<file path="src/sap_regs.vh">
/*
 header of register offsets, field positions, reset values and timing counts
 for the serial audio input port; assumes inclusion by bare name
*/
`ifndef SAP_REGS_VH
`define SAP_REGS_VH
`define SAP_OFS_MASTER_MODE 8'h09
`define SAP_OFS_BCLK_DIV 8'h20
`define SAP_OFS_FCLK_DIV 8'h21
`define SAP_OFS_FORMAT 8'h28
`define SAP_OFS_STATUS 8'h2A
`define SAP_MM_BIT0 0
`define SAP_MM_BIT4 4
`define SAP_MM_BIT5 5
`define SAP_MM_MASTER_MASK 8'h31
`define SAP_FMT_MODE_LSB 4
`define SAP_FMT_LEN_LSB 0
`define SAP_FMT_OFFSET_BIT 2
`define SAP_FMT_I2S 2'h0
`define SAP_FMT_TDM 2'h1
`define SAP_FMT_RJ 2'h2
`define SAP_FMT_LJ 2'h3
`define SAP_LEN_16 2'h0
`define SAP_LEN_20 2'h1
`define SAP_LEN_24 2'h2
`define SAP_LEN_32 2'h3
`define SAP_RST_MASTER_MODE 8'h00
`define SAP_RST_BCLK_DIV 8'h03
`define SAP_RST_FCLK_DIV 8'h3F
`define SAP_RST_FORMAT 8'h02
`define SAP_DRIFT_MCLK 5
`define SAP_BAD_FRAMES 4
`define SAP_FIFO_DEPTH 32
`endif

</file>
<file path="src/sap_sync3.v">
/*
 three-flop synchroniser with agreement filter for one pin input
 assumes clk is the master clock domain
*/
`timescale 1ns/10ps
`default_nettype none
module sap_sync3
(
    input wire clk,
    input wire reset,
    input wire clkEn,
    input wire pinIn,
    output reg level
);
    reg s1_q;
    reg s2_q;
    reg s3_q;
    always @(posedge clk)
    begin
        if (reset)
        begin
            s1_q <= 1'b0;
            s2_q <= 1'b0;
            s3_q <= 1'b0;
            level <= 1'b0;
        end
        else if (clkEn)
        begin
            s1_q <= pinIn;
            s2_q <= s1_q;
            s3_q <= s2_q;
            if (s2_q == s3_q)
                level <= s3_q;
        end
    end
endmodule
`default_nettype wire

</file>
<file path="src/sap_fifo.v">
/*
 flip-flop fifo with valid/ready on both sides
 assumes one clock and synchronous reset
*/
`timescale 1ns/10ps
`default_nettype none
module sap_fifo
#(
    parameter WIDTH = 33,
    parameter DEPTH = 32,
    parameter AW = 5
)
(
    input wire clk,
    input wire reset,
    input wire clkEn,
    input wire flush,
    input wire inValid,
    output wire inReady,
    input wire [WIDTH-1:0] inData,
    output wire outValid,
    input wire outReady,
    output wire [WIDTH-1:0] outData
);
    reg [WIDTH-1:0] mem [0:DEPTH-1];
    reg [AW-1:0] wr_q;
    reg [AW-1:0] rd_q;
    reg [AW:0] cnt_q;
    wire push;
    wire pop;
    assign inReady = (cnt_q != DEPTH[AW:0]);
    assign outValid = (cnt_q != {(AW+1){1'b0}});
    assign outData = mem[rd_q];
    assign push = inValid && inReady;
    assign pop = outValid && outReady;
    always @(posedge clk)
    begin
        if (reset || (clkEn && flush))
        begin
            wr_q <= {AW{1'b0}};
            rd_q <= {AW{1'b0}};
            cnt_q <= {(AW+1){1'b0}};
        end
        else if (clkEn)
        begin
            if (push)
            begin
                mem[wr_q] <= inData;
                wr_q <= (wr_q == DEPTH[AW-1:0] - 1'b1) ? {AW{1'b0}} : wr_q + 1'b1;
            end
            if (pop)
                rd_q <= (rd_q == DEPTH[AW-1:0] - 1'b1) ? {AW{1'b0}} : rd_q + 1'b1;
            if (push && !pop)
                cnt_q <= cnt_q + 1'b1;
            else if (pop && !push)
                cnt_q <= cnt_q - 1'b1;
        end
    end
endmodule
`default_nettype wire

</file>
<file path="src/sap_serial_audio_port.v">
/*
 serial audio input port: slave or master bit/frame clock, i2s, lj, rj and
 tdm receive, clock supervision with forced zero, register port, sample fifo.
 assumes clk is the master clock at 40 MHz; pins arrive asynchronously
*/
`timescale 1ns/10ps
`default_nettype none
`include "sap_regs.vh"
// What this block does
// - data sampled on rising bit clock
// - frame clock is word clock or sync
// - 16/20/24/32 bit words, 32, 48 or 64 bit clocks, 128 or 256 in tdm
// - drift over five clocks forces zero
// - bad bit/frame ratio five frames forces zero
// - format register selects i2s/lj/rj/tdm
// - reset gives i2s and 24 bits
// - twos complement msb first, 32 bits max
// - slave inputs, master drives clocks out
// - master select from bits 0,4,5
// - dividers from two divider registers
// - i2s low is left, high right
// - tdm only under software control
// - tdm frame starts at sync rise
// - tdm offset zero or one
module sap_serial_audio_port
#(
    parameter DEPTH = `SAP_FIFO_DEPTH,
    parameter DRIFT = `SAP_DRIFT_MCLK,
    parameter BAD_FRAMES = `SAP_BAD_FRAMES
)
(
    input wire clk,
    input wire reset,
    input wire clkEn,
    input wire softwareMode,
    input wire regWrite,
    input wire regRead,
    input wire [7:0] regAddr,
    input wire [7:0] regWdata,
    output reg [7:0] regRdata,
    input wire bitClockIn,
    output reg bitClockOut,
    output reg bitClockOe,
    input wire frameClockIn,
    output reg frameClockOut,
    output reg frameClockOe,
    input wire serialDataIn,
    output reg sampleValid,
    input wire sampleReady,
    output reg [31:0] sampleData,
    output reg sampleRight,
    output reg zeroForced
);
    reg [7:0] masterMode_q;
    reg [7:0] bclkDiv_q;
    reg [7:0] fclkDiv_q;
    reg [7:0] format_q;
    wire bclkS;
    wire fclkS;
    wire dataS;
    reg bclkPrev_q;
    reg fclkPrev_q;
    reg [7:0] bdivCnt_q;
    reg [7:0] fdivCnt_q;
    reg [5:0] bitCnt_q;
    reg [8:0] frameBits_q;
    reg [8:0] lastFrameBits_q;
    reg [15:0] mclkPerFrame_q;
    reg [15:0] lastMclk_q;
    reg [2:0] badCnt_q;
    reg haveRef_q;
    reg lockErr_q;
    reg [31:0] shift_q;
    reg [5:0] got_q;
    reg [1:0] slot_q;
    reg capture;
    reg fifoIn;
    wire fifoReady;
    wire fifoOutValid;
    wire [32:0] fifoOut;
    wire isMaster;
    wire [1:0] fmt;
    wire [5:0] wordLen;
    wire bRise;
    wire fRise;
    wire fEdge;
    wire frameStart;
    wire bclkLive;
    wire fclkLive;
    wire [15:0] drift;

    // word length decode used by rj alignment and capture
    function [5:0] lenBits;
        input [1:0] code;
        begin
            case (code)
                `SAP_LEN_16: lenBits = 6'h10;
                `SAP_LEN_20: lenBits = 6'h14;
                `SAP_LEN_24: lenBits = 6'h18;
                default: lenBits = 6'h20;
            endcase
        end
    endfunction

    // absolute difference of two frame lengths
    function [15:0] absDiff;
        input [15:0] a;
        input [15:0] b;
        begin
            absDiff = (a > b) ? a - b : b - a;
        end
    endfunction

    assign isMaster = masterMode_q[`SAP_MM_BIT0] && masterMode_q[`SAP_MM_BIT4]
        && masterMode_q[`SAP_MM_BIT5];
    // tdm falls back to i2s in pin-configured mode
    assign fmt = (format_q[5:4] == `SAP_FMT_TDM && !softwareMode) ? `SAP_FMT_I2S
        : format_q[5:4];
    assign wordLen = lenBits(format_q[1:0]);
    assign bclkLive = isMaster ? bitClockOut : bclkS;
    assign fclkLive = isMaster ? frameClockOut : fclkS;
    assign bRise = bclkLive && !bclkPrev_q;
    assign fRise = fclkLive && !fclkPrev_q;
    assign fEdge = fclkLive != fclkPrev_q;
    assign frameStart = (fmt == `SAP_FMT_TDM) ? fRise : fEdge;
    assign drift = absDiff(mclkPerFrame_q, lastMclk_q);

    sap_sync3 uSyncB (
        .clk(clk),
        .reset(reset),
        .clkEn(clkEn),
        .pinIn(bitClockIn),
        .level(bclkS)
    );
    sap_sync3 uSyncF (
        .clk(clk),
        .reset(reset),
        .clkEn(clkEn),
        .pinIn(frameClockIn),
        .level(fclkS)
    );
    sap_sync3 uSyncD (
        .clk(clk),
        .reset(reset),
        .clkEn(clkEn),
        .pinIn(serialDataIn),
        .level(dataS)
    );

    // register port
    always @(posedge clk)
    begin
        if (reset)
        begin
            masterMode_q <= `SAP_RST_MASTER_MODE;
            bclkDiv_q <= `SAP_RST_BCLK_DIV;
            fclkDiv_q <= `SAP_RST_FCLK_DIV;
            format_q <= `SAP_RST_FORMAT;
            regRdata <= 8'h00;
        end
        else if (clkEn)
        begin
            if (regWrite)
            begin
                case (regAddr)
                    `SAP_OFS_MASTER_MODE: masterMode_q <= regWdata;
                    `SAP_OFS_BCLK_DIV: bclkDiv_q <= {1'b0, regWdata[6:0]};
                    `SAP_OFS_FCLK_DIV: fclkDiv_q <= regWdata;
                    `SAP_OFS_FORMAT: format_q <= regWdata;
                    default: ;
                endcase
            end
            if (regRead)
            begin
                case (regAddr)
                    `SAP_OFS_MASTER_MODE: regRdata <= masterMode_q;
                    `SAP_OFS_BCLK_DIV: regRdata <= bclkDiv_q;
                    `SAP_OFS_FCLK_DIV: regRdata <= fclkDiv_q;
                    `SAP_OFS_FORMAT: regRdata <= format_q;
                    `SAP_OFS_STATUS: regRdata <= {5'h00, fifoOutValid, isMaster, lockErr_q};
                    default: regRdata <= 8'h00;
                endcase
            end
        end
    end

    // master clock dividers
    always @(posedge clk)
    begin
        if (reset)
        begin
            bdivCnt_q <= 8'h00;
            fdivCnt_q <= 8'h00;
            bitClockOut <= 1'b0;
            frameClockOut <= 1'b0;
            bitClockOe <= 1'b0;
            frameClockOe <= 1'b0;
        end
        else if (clkEn)
        begin
            bitClockOe <= isMaster;
            frameClockOe <= isMaster;
            if (!isMaster)
            begin
                bdivCnt_q <= 8'h00;
                fdivCnt_q <= 8'h00;
                bitClockOut <= 1'b0;
                frameClockOut <= 1'b0;
            end
            else if (bdivCnt_q >= bclkDiv_q)
            begin
                bdivCnt_q <= 8'h00;
                bitClockOut <= !bitClockOut;
                if (bitClockOut)
                begin
                    if (fdivCnt_q >= fclkDiv_q)
                    begin
                        fdivCnt_q <= 8'h00;
                        frameClockOut <= !frameClockOut;
                    end
                    else
                        fdivCnt_q <= fdivCnt_q + 8'h01;
                end
            end
            else
                bdivCnt_q <= bdivCnt_q + 8'h01;
        end
    end

    // frame supervision
    always @(posedge clk)
    begin
        if (reset)
        begin
            bclkPrev_q <= 1'b0;
            fclkPrev_q <= 1'b0;
            frameBits_q <= 9'h000;
            lastFrameBits_q <= 9'h000;
            mclkPerFrame_q <= 16'h0000;
            lastMclk_q <= 16'h0000;
            badCnt_q <= 3'h0;
            haveRef_q <= 1'b0;
            lockErr_q <= 1'b1;
            zeroForced <= 1'b1;
        end
        else if (clkEn)
        begin
            bclkPrev_q <= bclkLive;
            fclkPrev_q <= fclkLive;
            zeroForced <= lockErr_q;
            if (bRise)
                frameBits_q <= frameBits_q + 9'h001;
            if (mclkPerFrame_q != 16'hFFFF)
                mclkPerFrame_q <= mclkPerFrame_q + 16'h0001;
            if (fRise)
            begin
                frameBits_q <= 9'h000;
                mclkPerFrame_q <= 16'h0000;
                lastMclk_q <= mclkPerFrame_q;
                lastFrameBits_q <= frameBits_q;
                haveRef_q <= 1'b1;
                // bit count per frame must be one of the legal ratios
                if ((fmt == `SAP_FMT_TDM) ? (frameBits_q != 9'h080 && frameBits_q != 9'h100)
                    : (frameBits_q != 9'h020 && frameBits_q != 9'h030
                    && frameBits_q != 9'h040))
                begin
                    if (badCnt_q != BAD_FRAMES[2:0])
                        badCnt_q <= badCnt_q + 3'h1;
                    else
                        lockErr_q <= 1'b1;
                end
                else
                    badCnt_q <= 3'h0;
                if (haveRef_q && drift > DRIFT[15:0])
                    lockErr_q <= 1'b1;
                else if (haveRef_q && badCnt_q == 3'h0
                    && frameBits_q == lastFrameBits_q)
                    lockErr_q <= 1'b0;
            end
        end
    end

    // receive shifter
    always @*
    begin
        capture = 1'b0;
        if (bRise && !frameStart)
        begin
            case (fmt)
                `SAP_FMT_RJ: capture = 1'b1;
                default: capture = (got_q < wordLen);
            endcase
        end
    end

    always @(posedge clk)
    begin
        if (reset)
        begin
            shift_q <= 32'h00000000;
            got_q <= 6'h00;
            bitCnt_q <= 6'h00;
            slot_q <= 2'h0;
            fifoIn <= 1'b0;
            sampleValid <= 1'b0;
            sampleData <= 32'h00000000;
            sampleRight <= 1'b0;
        end
        else if (clkEn)
        begin
            fifoIn <= 1'b0;
            if (lockErr_q)
            begin
                got_q <= 6'h00;
                bitCnt_q <= 6'h00;
            end
            else if (frameStart || (bRise && bitCnt_q == 6'h3F))
            begin
                bitCnt_q <= 6'h00;
                got_q <= 6'h00;
                shift_q <= (fmt == `SAP_FMT_RJ) ? shift_q : 32'h00000000;
                slot_q <= (fmt == `SAP_FMT_TDM && !frameStart) ? slot_q + 2'h1 : 2'h0;
            end
            else if (bRise)
            begin
                bitCnt_q <= bitCnt_q + 6'h01;
                // i2s and tdm offset one skip the first bit clock
                if (!((fmt == `SAP_FMT_I2S || (fmt == `SAP_FMT_TDM
                    && format_q[`SAP_FMT_OFFSET_BIT])) && bitCnt_q == 6'h00))
                begin
                    if (fmt == `SAP_FMT_RJ)
                        shift_q <= {shift_q[30:0], dataS};
                    else if (capture)
                    begin
                        shift_q <= {shift_q[30:0], dataS};
                        got_q <= got_q + 6'h01;
                        if (got_q + 6'h01 == wordLen)
                            fifoIn <= 1'b1;
                    end
                end
            end
            // rj sample is complete at the frame clock edge ending the half
            if (fmt == `SAP_FMT_RJ && fEdge && !lockErr_q)
                fifoIn <= 1'b1;
            if (fifoOutValid && (!sampleValid || sampleReady))
            begin
                sampleValid <= 1'b1;
                sampleData <= fifoOut[31:0];
                sampleRight <= fifoOut[32];
            end
            else if (sampleReady)
                sampleValid <= 1'b0;
        end
    end

    // left-align the word, sign is the msb; zero while errored
    wire [31:0] aligned;
    wire rightSide;
    assign aligned = lockErr_q ? 32'h00000000 : (shift_q << (6'h20 - wordLen));
    assign rightSide = (fmt == `SAP_FMT_TDM) ? slot_q[0]
        : (fmt == `SAP_FMT_LJ) ? !fclkPrev_q : fclkPrev_q;

    sap_fifo #(.WIDTH(33), .DEPTH(DEPTH), .AW(5)) uFifo (
        .clk(clk),
        .reset(reset),
        .clkEn(clkEn),
        .flush(lockErr_q),
        .inValid(fifoIn),
        .inReady(fifoReady),
        .inData({rightSide, aligned}),
        .outValid(fifoOutValid),
        .outReady(!sampleValid || sampleReady),
        .outData(fifoOut)
    );
endmodule
`default_nettype wire

</file>
<file path="config.mk">
export PLATFORM = sky130hd
export DESIGN_NAME = sap_serial_audio_port
export DESIGN_NICKNAME = d
export VERILOG_FILES = /design/src/sap_sync3.v /design/src/sap_fifo.v /design/src/sap_serial_audio_port.v
export VERILOG_INCLUDE_DIRS = /design/src /design/src/src
export SDC_FILE = /design/constraint.sdc
export NUM_CORES = 1
export LEC_CHECK = 0
export ABC_AREA = 1
export BUFFER_PORTS_ARGS = -buffer_cell sky130_fd_sc_hd__buf_4
export CORE_MARGIN = 2
export CORE_UTILIZATION = 50
export CTS_BUF_LIST = sky130_fd_sc_hd__clkbuf_16
export CTS_CLUSTER_DIAMETER = 150
export DETAILED_ROUTE_END_ITERATION = 6
export GPL_ROUTABILITY_DRIVEN = 0
export PLACE_DENSITY = 0.68
export SLEW_MARGIN = 15
export SYNTH_ARGS = -nofsm -noshare
export SYNTH_HDL_FRONTEND = slang
export SYNTH_HIERARCHICAL = 1
export SYNTH_SLANG_ARGS = --single-unit
</file>
<file path="constraint.sdc">
create_clock -name clk -period 3.8 [get_ports clk]
set_input_delay 0.19 -clock clk [delete_from_list [all_inputs] [get_ports clk]]
set_output_delay 0.19 -clock clk [all_outputs]
set_load 0.01 [all_outputs]
</file>
==> metrics.yaml <==
status: "completed"
fmax_ghz: 0.320
drive_gt1_frac: 0.0935
dp_hpwl_um: 83900
synth_top_area_frac: 0.563
synth-edff-count: 1056
cts_buffers: 134
maxSlewHeadroom: 0.186
h-tree-depth: 4
postSynthAreaPerCell_um2: 10.1
yosysMostFrequentCell: "nand2_1"
antenna_found_initial: 0
rows: 123
grt_pass1_vias: 38900
cts_tree: "built"
via_count: 41000
grt.total_usage: 0.260
grt_pass1_wl_um: 230000
irDropWorstVdd_mv: 0.355
drv_cap: 0
cts-root-buf: "clkbuf_16"
synth-seq-cells: 1285
p_leak_nw: 25.2
setup.worst_path.class: "reg2reg"
critPathRequiredTime_ns: 4.24
synth_area_um2: 56300
drt-pass1-iter-count: 6
gr-total-overflow: 0
post-route-period-util: 0.823
syn_inst: 5564
tightestPinTransition_ns: 1.22
fin_nets: 5736
setup_violations: 0
syn2layout_area_growth_pct: 12.2
synth_nets: 5670
die_area_um2: 115000
fin_crit_ns: 3.13
synth.distinct_cells: 62
viasPerCell: 5.67
routedWlPerCell_um: 21.0
path_max_fanout: 32
ios: 73
initial_utilization: 0.503
drc_errors: 0
setup-tns-final_ns: 0
timing.hold.ws_ns: 0.0535
start_kind: "register"
clock_path_buffers: 3
port_buffers: 72
fillers: 9502
ys_seq_area_frac: 0.644
clock_latency_ns: 0.75
drt_wl_total_um: 152000
power_density_nw_per_um2: 496
die_w_um: 340
layout.cells.non_filler: 7233
drtIter0Drc: 4551
yosys-top-cells-area: "edfxtp_1 (56%), nand2_1 (12%), dfxtp_1 (8.1%), nand3_1 (7.8%), o21ai_0 (2.0%)"
yosysWarnings: 6
finalHoldViolations: 0
crit_arrival_ns: 3.56
fin_total_pwr_mw: 31.4
grt_max_degree: 220
hold_path_class: "in2reg"
placedCellCount: 6975
core_um2: 112000
synth_area_leader_cell: "edfxtp_1"
die_h_um: 340
clk_pin_slew_ns: 0.06
maxSlewViolCount: 0
drtAntennaViolNets: 0
synthArstFlopShare: 0
ys.flop_type: "edfxtp_1"
insertedDiodeCount: 0
clock_skew_ns: 0.0282
cts.repair.resized: 0
worstSetupEndpointType: "register"
numClockSinks: 1285
synth_commonest_cells: "nand2_1 (1,869), edfxtp_1 (1,056), nand3_1 (879)"
rsz0062_at_grt: "false"
[metrics by stage]
stage	instance area, µm²	utilization	worst slack, ns
2_1_floorplan	56300	-	0.300
3_3_place_gp	58700	0.524	0.236
3_5_place_dp	58700	0.524	0.158
4_1_cts	63200	0.564	0.132
5_1_grt	63200	0.564	0.502
6_report	63200	0.564	0.672
[kinds of logic after synthesis]
logic type	synth area share
mux	0.000355
compound gates	0.0530
simple gates	0.226
fa+ha+maj	0.0182
xor+xnor	0.00358
buf+inv	0.0540
flops	0.644
[critical path: stages, from the launching register on]
cell,delay (ns)
dfxtp_1,0.34
inv_1,0.12
ha_2,0.62
inv_1,0.37
nand2_1,0.92
nor2_1,0.13
buf_4,0.29
[sequential cells by signal, indices dropped and copies added, names as in the netlist, 7 cells and up, named ones only]
| register | count |
|---|---|
| mclkPerFrame_q | 16 |
| bdivCnt_q | 8 |
| fdivCnt_q | 8 |
| lastMclk_q | 16 |
| uFifo/mem | 1056 |
| regRdata | 8 |
| lastFrameBits_q | 9 |
| shift_q | 32 |
| frameBits_q | 9 |
| bclkDiv_q | 7 |
| masterMode_q | 8 |
| format_q | 8 |
| fclkDiv_q | 8 |
| sampleData | 32 |
[routing by layer]
layer	vias to the layer above	global-route usage	wire [µm]
met5	-	0	0
met4	0	0.0999	5410
met3	346	0.0394	12500
met2	1863	0.434	73000
met1	19600	0.342	61000
li1	19100	-	-
[what timing repair did]
action	in CTS	in global routing
buffers inserted	0	0
hold endpoints to repair	50	0
endpoints found under the setup margin	0	0
hold buffers	19	0
[area by class of cell]
type                    count  area [µm²]  area share
flip-flops and latches   1285       36300       0.574
multi-input cells        3678       17400       0.275
clock buffers             138        3450      0.0546
repair buffers            225        2110      0.0334
well taps                1500        1880      0.0297
inverters                 306        1190      0.0188
clock inverters           101         888      0.0141
[power breakdown]
part           switching (mW)  leakage, nW  internal, mW  total (mW)
registers               0.146         13.6          15.3        15.4
logic                    2.08         9.36         0.883        2.96
clock network            5.38         2.23          7.61        13.0
total                    7.61         25.2          23.7        31.4
[path summary, 6_finish.rpt]
path                            slack [ns]                 to  cells after the start           start
worst min register to register        0.44     sampleData[17]                      2  sampleData[17]
worst max-delay path                  0.67  uFifo/mem[22][10]                      6     format_q[0]
worst max register to register        0.67  uFifo/mem[22][10]                      6     format_q[0]
worst min-delay path                  0.05        regRdata[0]                      6      regAddr[4]
[placed cells by master, fill, tap and decap left out, drive strengths merged, types with 15 or more instances in the layout]
cell,n
nand2,1874
edfxtp,1056
nand3,882
inv,338
a21oi,241
o21ai,232
dfxtp,229
nor2,212
buf,206
clkbuf,138
ha,77
clkinv,53
nor3,27
nand4,22
a211oi,22
xor2,19
dlygate4sd3,19
bufinv,15
Power figures use the tool's default switching activity.
